===== src/shared/acw_pkg.sv =====
package acw_pkg;
	// control word layout
	localparam int WORD_W = 12;
	localparam int POWER_HI_BIT = 11;
	localparam int POWER_LO_BIT = 10;
	localparam int CODING_BIT = 9;
	localparam int REFSRC_BIT = 8;
	localparam int ZERO_BIT = 7;
	localparam int CHAN_HI_BIT = 6;
	localparam int CHAN_LO_BIT = 5;
	localparam int CFG_HI_BIT = 4;
	localparam int CFG_LO_BIT = 3;
	localparam int SCAN_HI_BIT = 2;
	localparam int SCAN_LO_BIT = 1;
	localparam int RANGE_BIT = 0;
	localparam logic [11:0] WORD_RESET = 12'h000;
	// power codes
	localparam logic [1:0] PWR_NORMAL = 2'h0;
	localparam logic [1:0] PWR_AUTO_SHUT = 2'h1;
	localparam logic [1:0] PWR_AUTO_STBY = 2'h2;
	localparam logic [1:0] PWR_FULL_SHUT = 2'h3;
	// input configuration codes
	localparam logic [1:0] CFG_SINGLE = 2'h0;
	localparam logic [1:0] CFG_DIFF = 2'h1;
	localparam logic [1:0] CFG_PSEUDO = 2'h2;
	localparam logic [1:0] CFG_UNUSED = 2'h3;
	// negative mux select: 0..3 analog inputs, 4 analog ground
	localparam logic [2:0] NEG_GROUND = 3'h4;
	// wake from standby
	localparam int WAKE_NS = 1000;
	localparam int CLK_NS = 10;
	localparam int WAKE_CYCLES = WAKE_NS / CLK_NS;
	typedef enum {
		ACW_ON,
		ACW_STANDBY,
		ACW_SHUTDOWN,
		ACW_WAKING
	} acw_power_type;
endpackage : acw_pkg


===== src/shared/acw_mux_if.sv =====
`timescale 1ns/1ps
`default_nettype none
interface acw_mux_if;
	logic [1:0] chan;
	logic [1:0] cfg;
	logic [1:0] posSel;
	logic [2:0] negSel;
	modport ctl (output chan, output cfg, input posSel, input negSel);
	modport dec (input chan, input cfg, output posSel, output negSel);
endinterface : acw_mux_if
`default_nettype wire


===== src/rtl/acw_mux_decode.sv =====
`timescale 1ns/1ps
`default_nettype none
module acw_mux_decode
	import acw_pkg::*;
(
	acw_mux_if.dec mux
);
	// paired modes swap within a pair: partner is address with bit 0 flipped
	wire logic [1:0] pairPartner;
	assign pairPartner = {mux.chan[1], ~mux.chan[0]};
	assign mux.posSel = mux.chan;
	assign mux.negSel = (mux.cfg == CFG_SINGLE) ? NEG_GROUND :
		{1'b0, pairPartner};
endmodule : acw_mux_decode
`default_nettype wire


===== src/rtl/acw_control_word.sv =====
// Operation
// - power request from bits 11 and 10
// - bit 9 picks binary or twos complement
// - bit 8 one selects internal reference
// - sequencer off, bits 6:5 pick channel
// - sequencer on, bits 6:5 last channel
// - bits 4:3 choose input configuration
// - bits 2:1 decide sequencer activity
// - bit 0 selects one or two reference span
// - code 00 keeps everything powered
// - code 01 shuts down after conversion
// - code 10 standby, wake within 1 us
// - code 11 shuts down, word kept
// - single-ended: channel positive, ground negative
// - differential pairs 01,10,23,32
// - pseudo-differential uses same pairs
// - twelve-bit word, write only
// - chip select with write strobe loads
// - word clears to zero at power-up
// - scan from 0 to last, skip inverses
`timescale 1ns/1ps
`default_nettype none
module acw_control_word
	import acw_pkg::*;
#(
	parameter int WAKE_COUNT = WAKE_CYCLES
)(
	input wire logic clk,
	input wire logic reset,
	input wire logic selectN,
	input wire logic writeN,
	input wire logic [11:0] dataIn,
	input wire logic convStart,
	input wire logic convDone,
	output logic twosComplement,
	output logic internalRef,
	output logic doubleRange,
	output logic scanActive,
	output logic [1:0] inputCfg,
	output logic [1:0] posSel,
	output logic [2:0] negSel,
	output logic powerUp,
	output logic standby,
	output logic ready
);
	logic [11:0] controlWord;
	logic [1:0] curChan;
	logic [6:0] wakeCount;
	acw_power_type powerState;
	acw_power_type next_powerState;
	acw_mux_if mux();

	// write decode; bits beyond the word are never read back
	wire logic writeHit;
	wire logic [1:0] powerCode;
	wire logic [1:0] chanAddr;
	wire logic scanOn;
	wire logic [1:0] stepChan;
	wire logic stepWrap;
	assign writeHit = !selectN && !writeN;
	assign powerCode = {controlWord[POWER_HI_BIT],
		controlWord[POWER_LO_BIT]};
	assign chanAddr = {controlWord[CHAN_HI_BIT],
		controlWord[CHAN_LO_BIT]};
	// mixed codes are unused; treat them as sequencer off
	assign scanOn = controlWord[SCAN_HI_BIT] &&
		controlWord[SCAN_LO_BIT];
	// paired modes step by two so inverse pairs are skipped
	assign stepChan = (inputCfg == CFG_SINGLE) ? curChan + 2'h1 :
		curChan + 2'h2;
	assign stepWrap = (curChan >= chanAddr) ||
		(inputCfg != CFG_SINGLE && stepChan > chanAddr);

	// single register, so every field changes on the same edge
	always_ff @(posedge clk) begin
		if (reset) begin
			controlWord <= WORD_RESET;
		end else if (writeHit) begin
			controlWord <= dataIn;
		end
	end

	// channel in use: written address, or running scan position
	always_ff @(posedge clk) begin
		if (reset) begin
			curChan <= 2'h0;
		end else if (writeHit) begin
			curChan <= (dataIn[SCAN_HI_BIT] && dataIn[SCAN_LO_BIT]) ?
				2'h0 : {dataIn[CHAN_HI_BIT], dataIn[CHAN_LO_BIT]};
		end else if (scanOn && convStart) begin
			curChan <= stepWrap ? 2'h0 : stepChan;
		end
	end

	// decoded static fields and registered mux selects
	always_ff @(posedge clk) begin
		if (reset) begin
			twosComplement <= 1'b0;
			internalRef <= 1'b0;
			doubleRange <= 1'b0;
			scanActive <= 1'b0;
			inputCfg <= CFG_SINGLE;
			posSel <= 2'h0;
			negSel <= NEG_GROUND;
		end else begin
			twosComplement <= controlWord[CODING_BIT];
			internalRef <= controlWord[REFSRC_BIT];
			doubleRange <= controlWord[RANGE_BIT];
			scanActive <= scanOn;
			inputCfg <= {controlWord[CFG_HI_BIT],
				controlWord[CFG_LO_BIT]};
			posSel <= mux.posSel;
			negSel <= mux.negSel;
		end
	end

	assign mux.chan = curChan;
	assign mux.cfg = inputCfg;
	acw_mux_decode decoder (
		.mux(mux)
	);

	// power state; conversion request wakes standby, and wakes shutdown only in code 01
	always_comb begin
		next_powerState = powerState;
		case (powerState)
			ACW_ON: begin
				if (powerCode == PWR_FULL_SHUT)
					next_powerState = ACW_SHUTDOWN;
				else if (powerCode == PWR_AUTO_SHUT && convDone)
					next_powerState = ACW_SHUTDOWN;
				else if (powerCode == PWR_AUTO_STBY && convDone)
					next_powerState = ACW_STANDBY;
			end
			ACW_STANDBY, ACW_SHUTDOWN: begin
				// full shutdown wins over any wake request
				if (powerCode == PWR_FULL_SHUT)
					next_powerState = ACW_SHUTDOWN;
				else if (powerCode == PWR_NORMAL)
					next_powerState = ACW_ON;
				else if (powerState == ACW_STANDBY && convStart)
					next_powerState = ACW_WAKING;
				else if (powerCode == PWR_AUTO_SHUT && convStart)
					next_powerState = ACW_ON;
				else if (powerCode == PWR_AUTO_STBY)
					next_powerState = ACW_STANDBY;
			end
			ACW_WAKING: begin
				// a full-shutdown or normal mode word overrides an unfinished wake
				if (powerCode == PWR_FULL_SHUT)
					next_powerState = ACW_SHUTDOWN;
				else if (powerCode == PWR_NORMAL ||
					wakeCount == 7'(WAKE_COUNT - 1))
					next_powerState = ACW_ON;
			end
			default: next_powerState = ACW_ON;
		endcase
	end

	always_ff @(posedge clk) begin
		if (reset) begin
			powerState <= ACW_ON;
			wakeCount <= 7'h00;
		end else begin
			powerState <= next_powerState;
			wakeCount <= (powerState == ACW_WAKING) ?
				wakeCount + 7'h01 : 7'h00;
		end
	end

	// registered power outputs
	always_ff @(posedge clk) begin
		if (reset) begin
			powerUp <= 1'b1;
			standby <= 1'b0;
			ready <= 1'b1;
		end else begin
			powerUp <= (next_powerState == ACW_ON) ||
				(next_powerState == ACW_WAKING);
			standby <= next_powerState == ACW_STANDBY;
			ready <= next_powerState == ACW_ON;
		end
	end

	// capture, field decode and power sequencing checks
	chk_word_capture: assert property (
		@(posedge clk) disable iff (reset)
		writeHit |=> controlWord == $past(dataIn))
		else $error("control word not captured");
	chk_word_hold: assert property (
		@(posedge clk) disable iff (reset)
		!writeHit |=> $stable(controlWord))
		else $error("control word changed without write");
	chk_coding_out: assert property (
		@(posedge clk) disable iff (reset)
		writeHit ##1 !writeHit
		|=> twosComplement == $past(dataIn[CODING_BIT], 2))
		else $error("coding output wrong");
	// judged against the written data, not the stored word
	chk_ref_out: assert property (
		@(posedge clk) disable iff (reset)
		writeHit
		|-> ##2 internalRef == $past(dataIn[REFSRC_BIT], 2))
		else $error("reference select wrong");
	chk_single_ground: assert property (
		@(posedge clk) disable iff (reset)
		inputCfg == CFG_SINGLE |-> mux.negSel == NEG_GROUND)
		else $error("single-ended negative not ground");
	chk_pair_map: assert property (
		@(posedge clk) disable iff (reset)
		inputCfg != CFG_SINGLE
		|-> mux.negSel == {1'b0, curChan ^ 2'h1})
		else $error("pair mapping wrong");
	chk_normal_on: assert property (
		@(posedge clk) disable iff (reset)
		powerCode == PWR_NORMAL ##1 powerCode == PWR_NORMAL
		|-> ##1 powerState == ACW_ON)
		else $error("normal mode not powered");
	chk_wake_time: assert property (
		@(posedge clk) disable iff (reset)
		$rose(powerState == ACW_WAKING)
		|-> ##[1:100] powerState != ACW_WAKING)
		else $error("standby wake too slow");
	chk_auto_shut: assert property (
		@(posedge clk) disable iff (reset)
		powerState == ACW_ON && powerCode == PWR_AUTO_SHUT && convDone
		|=> powerState == ACW_SHUTDOWN)
		else $error("auto shutdown missed");
	// holds from every state, waking and standby included
	chk_full_shut: assert property (
		@(posedge clk) disable iff (reset)
		powerCode == PWR_FULL_SHUT |=> powerState == ACW_SHUTDOWN)
		else $error("full shutdown missed");
endmodule : acw_control_word
`default_nettype wire


===== config.mk =====
export PLATFORM = sky130hd
export DESIGN_NAME = acw_control_word
export DESIGN_NICKNAME = d
export VERILOG_FILES = /design/src/shared/acw_pkg.sv /design/src/shared/acw_mux_if.sv /design/src/rtl/acw_mux_decode.sv /design/src/rtl/acw_control_word.sv
export SDC_FILE = /design/constraint.sdc
export NUM_CORES = 1
export LEC_CHECK = 0
export ABC_AREA = 0
export BUFFER_PORTS_ARGS = -buffer_cell sky130_fd_sc_hd__buf_4
export CORE_ASPECT_RATIO = 0.5
export CORE_MARGIN = 5
export CORE_UTILIZATION = 29
export DETAILED_ROUTE_END_ITERATION = 16
export PLACE_DENSITY_LB_ADDON = 0.08
export SYNTH_ARGS = -nofsm -noshare
export SYNTH_HDL_FRONTEND = slang
export SYNTH_SLANG_ARGS = --single-unit

===== constraint.sdc =====
create_clock -name clk -period 4.2 [get_ports clk]
set_clock_uncertainty 0.2 [all_clocks]
set_input_delay 0.21 -clock clk [delete_from_list [all_inputs] [get_ports clk]]
set_output_delay 0.21 -clock clk [all_outputs]
set_load 0.03 [all_outputs]

### Word level (Yosys, flattened, before mapping)

Index checks and enable logic that the tools add are counted.

* bitwise operators: 2
* mux-type cells: 17
* add/sub/neg operators: 3
* reduce and logical (&&, ||, !) cells: 23
* equality and inequality tests: 11
* order comparisons: 2

Operators with widths (number)
* 2-to-1 mux 32 bit: 10
* == test 32 x 2 -> 1 bit (second input constant): 4
* case mux 32 bit (3 select lines): 1
* == test 32 x 3 -> 1 bit (second input constant): 2
* zero test 32 bit: 2
* == test 32 x 1 -> 1 bit (second input constant): 1
* 2-to-1 mux 2 bit: 5
* logical AND 1 bit: 9
* adder 7 x 1 -> 7 bit (second input constant): 1
* == test 7 bit (second input constant): 1
* OR reduction 2 bit: 3
* == test 2 bit (second input constant): 2
* zero test 2 bit: 2
* nonzero test 2 bit: 2
* logical OR 1 bit: 3
* 2-to-1 mux 3 bit: 1
* adder 2 x 1 -> 2 bit (second input constant): 1
* adder 2 bit (second input constant): 1
* == test 2 x 1 -> 1 bit (second input constant): 1
* greater-or-equal comparator 2 bit: 1
* greater-than comparator 2 bit: 1
* zero test 1 bit: 2
* NOT 1 bit: 2

* bits of input ports: 18
* logic and storage cells: 73
* flip-flop bits (word level): 67

### Depth between registers and ports, before layout

* word-level depth: 9
* depth in mapped cells: 8

### Hierarchy

A second synthesis with hierarchy kept.

* cells, all modules: 211
* area total of the unflattened synthesis: 2190.9 um^2

Modules (own cells, without submodules)
* acw_control_word: cells an instance 206, sequential area each 1321.3 um^2, times used 1, area each 2154.6 um^2
* acw_mux_decode: cells an instance 5, sequential area each 0.0 um^2, times used 1, area each 36.3 um^2

### Worst setup path after synthesis

OpenSTA, ideal clock, no wires.

* path kind: register to register
* start point: register inputCfg[1]
* end point: register curChan[1]
* path slack: 2150 ps
* data arrival time: 1776 ps
* path buffers: 0
* data required time: 3926 ps
* stages on the path, launching flop included: 8
* clock period less this slack: 2050 ps
* path through: dfxtp_1 nor3_1 xnor2_1 ha_1 a21o_1 a21oi_2 nand3_1 a31oi_1

* longest elaborated chain between the ends: 8

RTL lines
* start, declared: line acw_control_word.sv:39 `output logic [1:0] inputCfg,`
* start signal, assigned: line acw_control_word.sv:110 `inputCfg <= {controlWord[CFG_HI_BIT],`
* zero test 2 bit: line acw_control_word.sv:69 `assign stepChan = (inputCfg == CFG_SINGLE) ? curChan + 2'h1 :`
* 2-to-1 mux 2 bit: line acw_control_word.sv:69
* greater-than comparator 2 bit: line acw_control_word.sv:72 `(inputCfg != CFG_SINGLE && stepChan > chanAddr);`
* logical AND 1 bit: line acw_control_word.sv:72
* logical OR 1 bit: line acw_control_word.sv:71 `assign stepWrap = (curChan >= chanAddr) ||`
* 2-to-1 mux 2 bit *: line acw_control_word.sv:91 `curChan <= stepWrap ? 2'h0 : stepChan;`
* 2-to-1 mux 2 bit *: line acw_control_word.sv:90 `end else if (scanOn && convStart) begin`
* 2-to-1 mux 2 bit *: line acw_control_word.sv:87 `end else if (writeHit) begin`
* end signal, assigned: line acw_control_word.sv:88 `curChan <= (dataIn[SCAN_HI_BIT] && dataIn[SCAN_LO_BIT]) ?`
* end signal, assigned: line acw_control_word.sv:91
* end, declared: line acw_control_word.sv:47 `logic [1:0] curChan;`

Mark *: on every way between the ends. The rest lies on a longest branch, timed or not. The select of a mux whose other input is x is not followed.
A chain may end at the register's enable or synchronous reset.

### Final worst setup path

* start point: register curChan[0]
* end point: register curChan[1]

* longest elaborated chain between the ends: 8

RTL lines (line)
* adder 2 bit / adder 2 x 1 -> 2 bit (equally long branches): acw_control_word.sv:70, acw_control_word.sv:69
* 2-to-1 mux 2 bit: acw_control_word.sv:69
* greater-than comparator 2 bit: acw_control_word.sv:72
* logical AND 1 bit: acw_control_word.sv:72
* logical OR 1 bit: acw_control_word.sv:71
* 2-to-1 mux 2 bit *: acw_control_word.sv:91
* 2-to-1 mux 2 bit *: acw_control_word.sv:90
* 2-to-1 mux 2 bit *: acw_control_word.sv:87

Marks and branches as above.

==> summary.md <==
| Metric | Value |
|---|---|
| Max Freq | 458.7 MHz |
| DP HPWL | 2.588 mm |
| Synthesized area | 2074 um2 |
| Pre-CTS setup slack | approximately 2.0 ns |
| Synth Instances | slightly below 200 |
| CTS HTree Levels | 3 |
| CP endpoint kind | flip-flop |
| WHS Endpoint | posSel[1]$_SDFF_PP0_ |
| Die area | 9047 um2 |
| FF-to-FF path depth | 7 |
| Initial Util | 0.3048 |
| Core Area | about 6800 um2 |
| Clk sinks | 66 |
| Num CTS Buffers | 9 |
| DR WL met2 | approximately 1.8 mm |
| Finish-stage setup viols | 0 |
| # fillers | 663 |
| Post-route setup slack | 2.020 ns |
| Vias in the first global route | approximately 1400 |
| Max clock buf depth | 2 |
| Reg2reg end | curChan[1]$_SDFFE_PP0P_ |
| FF-to-FF setup slack | around 2 ns |
| Slew Limit Fails | 0 |
| GRT Total Usage | 0.09296 |
| Ys async rst share | 0 |
| Clk_lat worst skew | 0.33 ns |
| DRC | 0 |
| CTS tree | done |
| RSZ-0062 raised after global routing | no |
| Post-Route WL | between 3 and 4 mm |
| Worst Path Arrival | 2.23 ns |
| Vias after detailed routing | 1470 |
| Area growth from synthesis to layout | 39.69% |
| Design area | roughly 2900 um2 |
| Routed vias/inst | 3.952 |
| Initial DRC Count | 71 |
| CP required | 4.25 ns |
| Detail Route Antenna Nets | 0 |
| Status | finished clean |
| Final Wtd Congestion | 0.7878 |
| Crit share post-route | 0.5191 |
| GRT overflow | 0 |
| Clock root buffer | clkbuf_16 |
| Register area | roughly 1300 um2 |
| Flops & latches, synth | 66 |
| Critical path class | flip-flop to flip-flop |
| Met1 WL | 1.705 mm |
| Hold path startpoint | reset |
| CP Launch Type | flip-flop |
| Post-synth EDFFs | 0 |
| First-pass GRT wire length | 6.285 mm |
| Share of cells above drive strength 1 | 0.1964 |
| Top sig layer | met4 |
| Placed Area | ~2500 um2 |
| Met3 wire length | 207 um |
| Max-capacitance violation count | 0 |
| PD cells | between 400 and 500 nW/um2 |
| DR pass1 iterations | 4 |
| Critical path's slowest cell | nor3_1 |
| Fin cells | 372 |
| Antenna fix cells | 0 |
| Largest net degree at the start of global routing | 24 |
| Main synth FF type | dfxtp_1 |
| Clk slew on worst S/H paths | 0.05 ns |
| Worst path max stage delay | 0.44 ns |
| Peak supply drop | about 0.24 mV |
| Crit Path Max Fanout | 6 |
| Initial antenna violation count | 0 |
| Io pins | 32 |
| Total power | 1392 uW |
| WL per Instance | 10.10 um |
| Tmin final | ~2.2 ns |
| Row count | 21 |
| Leakage | 0.001194 uW |
| Die Y | 69.81 um |
| Final hold vios | 0 |
| Worst r2r src | curChan[0]$_SDFFE_PP0P_ |
| Dpl cells | 345 |
| Worst hold path stage count | 2 |
| Port-buffer cells | 30 |
| Die X | about 130 um |
| Distinct cells, synth | 36 |
| Post-synthesis sequential area ratio | 0.6369 |
| Cell Chain, Critical Path | nor3_1 > xnor2_1 > ha_1 > a21o_1 > a21oi_2 > nand3_1 > a31oi_1 |
| Worst Hold Class | input port to flip-flop |
| Final net count | 298 |
| Multi-input gate area in the final layout | 820.8 um2 |
| Setup TNS Final | 0 ns |
| # resized after CTS | 0 |
| Yosys warns | 0 |
| Post-Syn Area per Cell | ~11 um2 |
[cell families after synthesis]
logic type | synth area share
buffers and inverters | 0.01990
muxes | 0.004825
xor gates and xnor gates | 0.03378
DFF | 0.6369
adders and majority gates | 0.03016
and+or+nand+nor | 0.1888
AOI/OAI and AO/OA | 0.08384
other | 0.001808
[routing by layer]
metal / up-vias / track usage
met5: - / 0
li1: 794 / -
met2: 17 / 0.1472
met3: 6 / 0.05769
met1: 653 / 0.09541
met4: 0 / 0.04839
[repair_timing]
item,CTS,global route
hold buffers,11,0
setup buffers,0,0
hold endpoints to repair,11,0
[cell usage in the layout, fill, tap and decap left out, types with 2 or more instances in the layout]
master,count
dlygate4sd3_1,11
xor2_1,2
a31oi_1,3
nor2b_1,5
nand2_1,27
nand3_1,3
a32oi_1,2
nor3_2,2
inv_1,7
dfxtp_1,66
a21oi_1,13
clkbuf_16,9
xnor2_1,6
conb_1,30
nand4_1,2
nor2_1,16
clkinv_2,3
buf_4,31
a211o_1,2
or2_2,2
nor3_1,4
nand3b_1,3
ha_1,5
nor4_1,7
clkinvlp_4,3
[layout make-up]
type	instances	share of cell area
flip-flops and latches	66	0.4560
clock inverters	7	0.01598
multi-input cells	149	0.2832
clock buffers	9	0.07772
well taps	92	0.03972
repair buffers	42	0.1183
inverters	7	0.009067
[power by group]
group          total, uW  switching [uW]  internal [uW]
sequential           661            9.87            651
combinational       72.7            36.4           36.3
clock                658             263            395
total               1390             309           1080
[state kept, by name, summed over array words and instances (netlist names)]
name            count
controlWord        11
doubleRange         1
twosComplement      1
posSel              2
ready               1
standby             1
negSel              3
curChan             2
powerUp             1
scanActive          1
wakeCount           7
inputCfg            2
powerState         32
internalRef         1
[metrics by stage]
step,utilization,hold WS [ns]
after floorplan,-,0.08161
after global placement,0.3697,0.2250
after detailed placement,0.3697,0.2373
after CTS,0.4258,0.002534
after global routing,0.4258,0.01977
final,0.4258,0.01098
[cells in the mapped netlist (3+ instances only)]
| cell | number | share of area |
|---|---|---|
| a21oi_1 | 13 | 0.031 |
| a31oi_1 | 3 | 0.0090 |
| clkbuf_1 | 4 | 0.0072 |
| ha_1 | 5 | 0.030 |
| dfxtp_1 | 66 | 0.64 |
| nand3b_1 | 3 | 0.011 |
| nor3_1 | 4 | 0.0097 |
| nor2b_1 | 5 | 0.015 |
| nand2_1 | 27 | 0.049 |
| nand3_1 | 3 | 0.0072 |
| inv_1 | 7 | 0.013 |
| xnor2_1 | 6 | 0.025 |
| nor4_1 | 7 | 0.021 |
| nor2_1 | 16 | 0.029 |
[worst max-delay path by stage]
stage                             from                 endpoint  slack, ns
2_1_floorplan   inputCfg[1]$_SDFF_PP0_  curChan[1]$_SDFFE_PP0P_       2.15
3_3_place_gp   curChan[0]$_SDFFE_PP0P_  curChan[1]$_SDFFE_PP0P_       2.04
3_5_place_dp   curChan[0]$_SDFFE_PP0P_  curChan[1]$_SDFFE_PP0P_       2.03
4_1_cts        curChan[0]$_SDFFE_PP0P_  curChan[1]$_SDFFE_PP0P_       2.01
5_1_grt        curChan[0]$_SDFFE_PP0P_  curChan[0]$_SDFFE_PP0P_       1.90
6_report       curChan[0]$_SDFFE_PP0P_  curChan[1]$_SDFFE_PP0P_       2.02
[worst max-delay path, delay by kind of cell, from the launching register on]
family                   cells  cell delay (ns)
AND/OR/NAND/NOR              2             0.54
adder cells (fa/ha/maj)      1             0.26
XOR/XNOR                     1             0.17
AO/OA/AOI/OAI                3             0.57
flip-flops                   1             0.37
No activity file was read; power rests on OpenSTA's default activity.
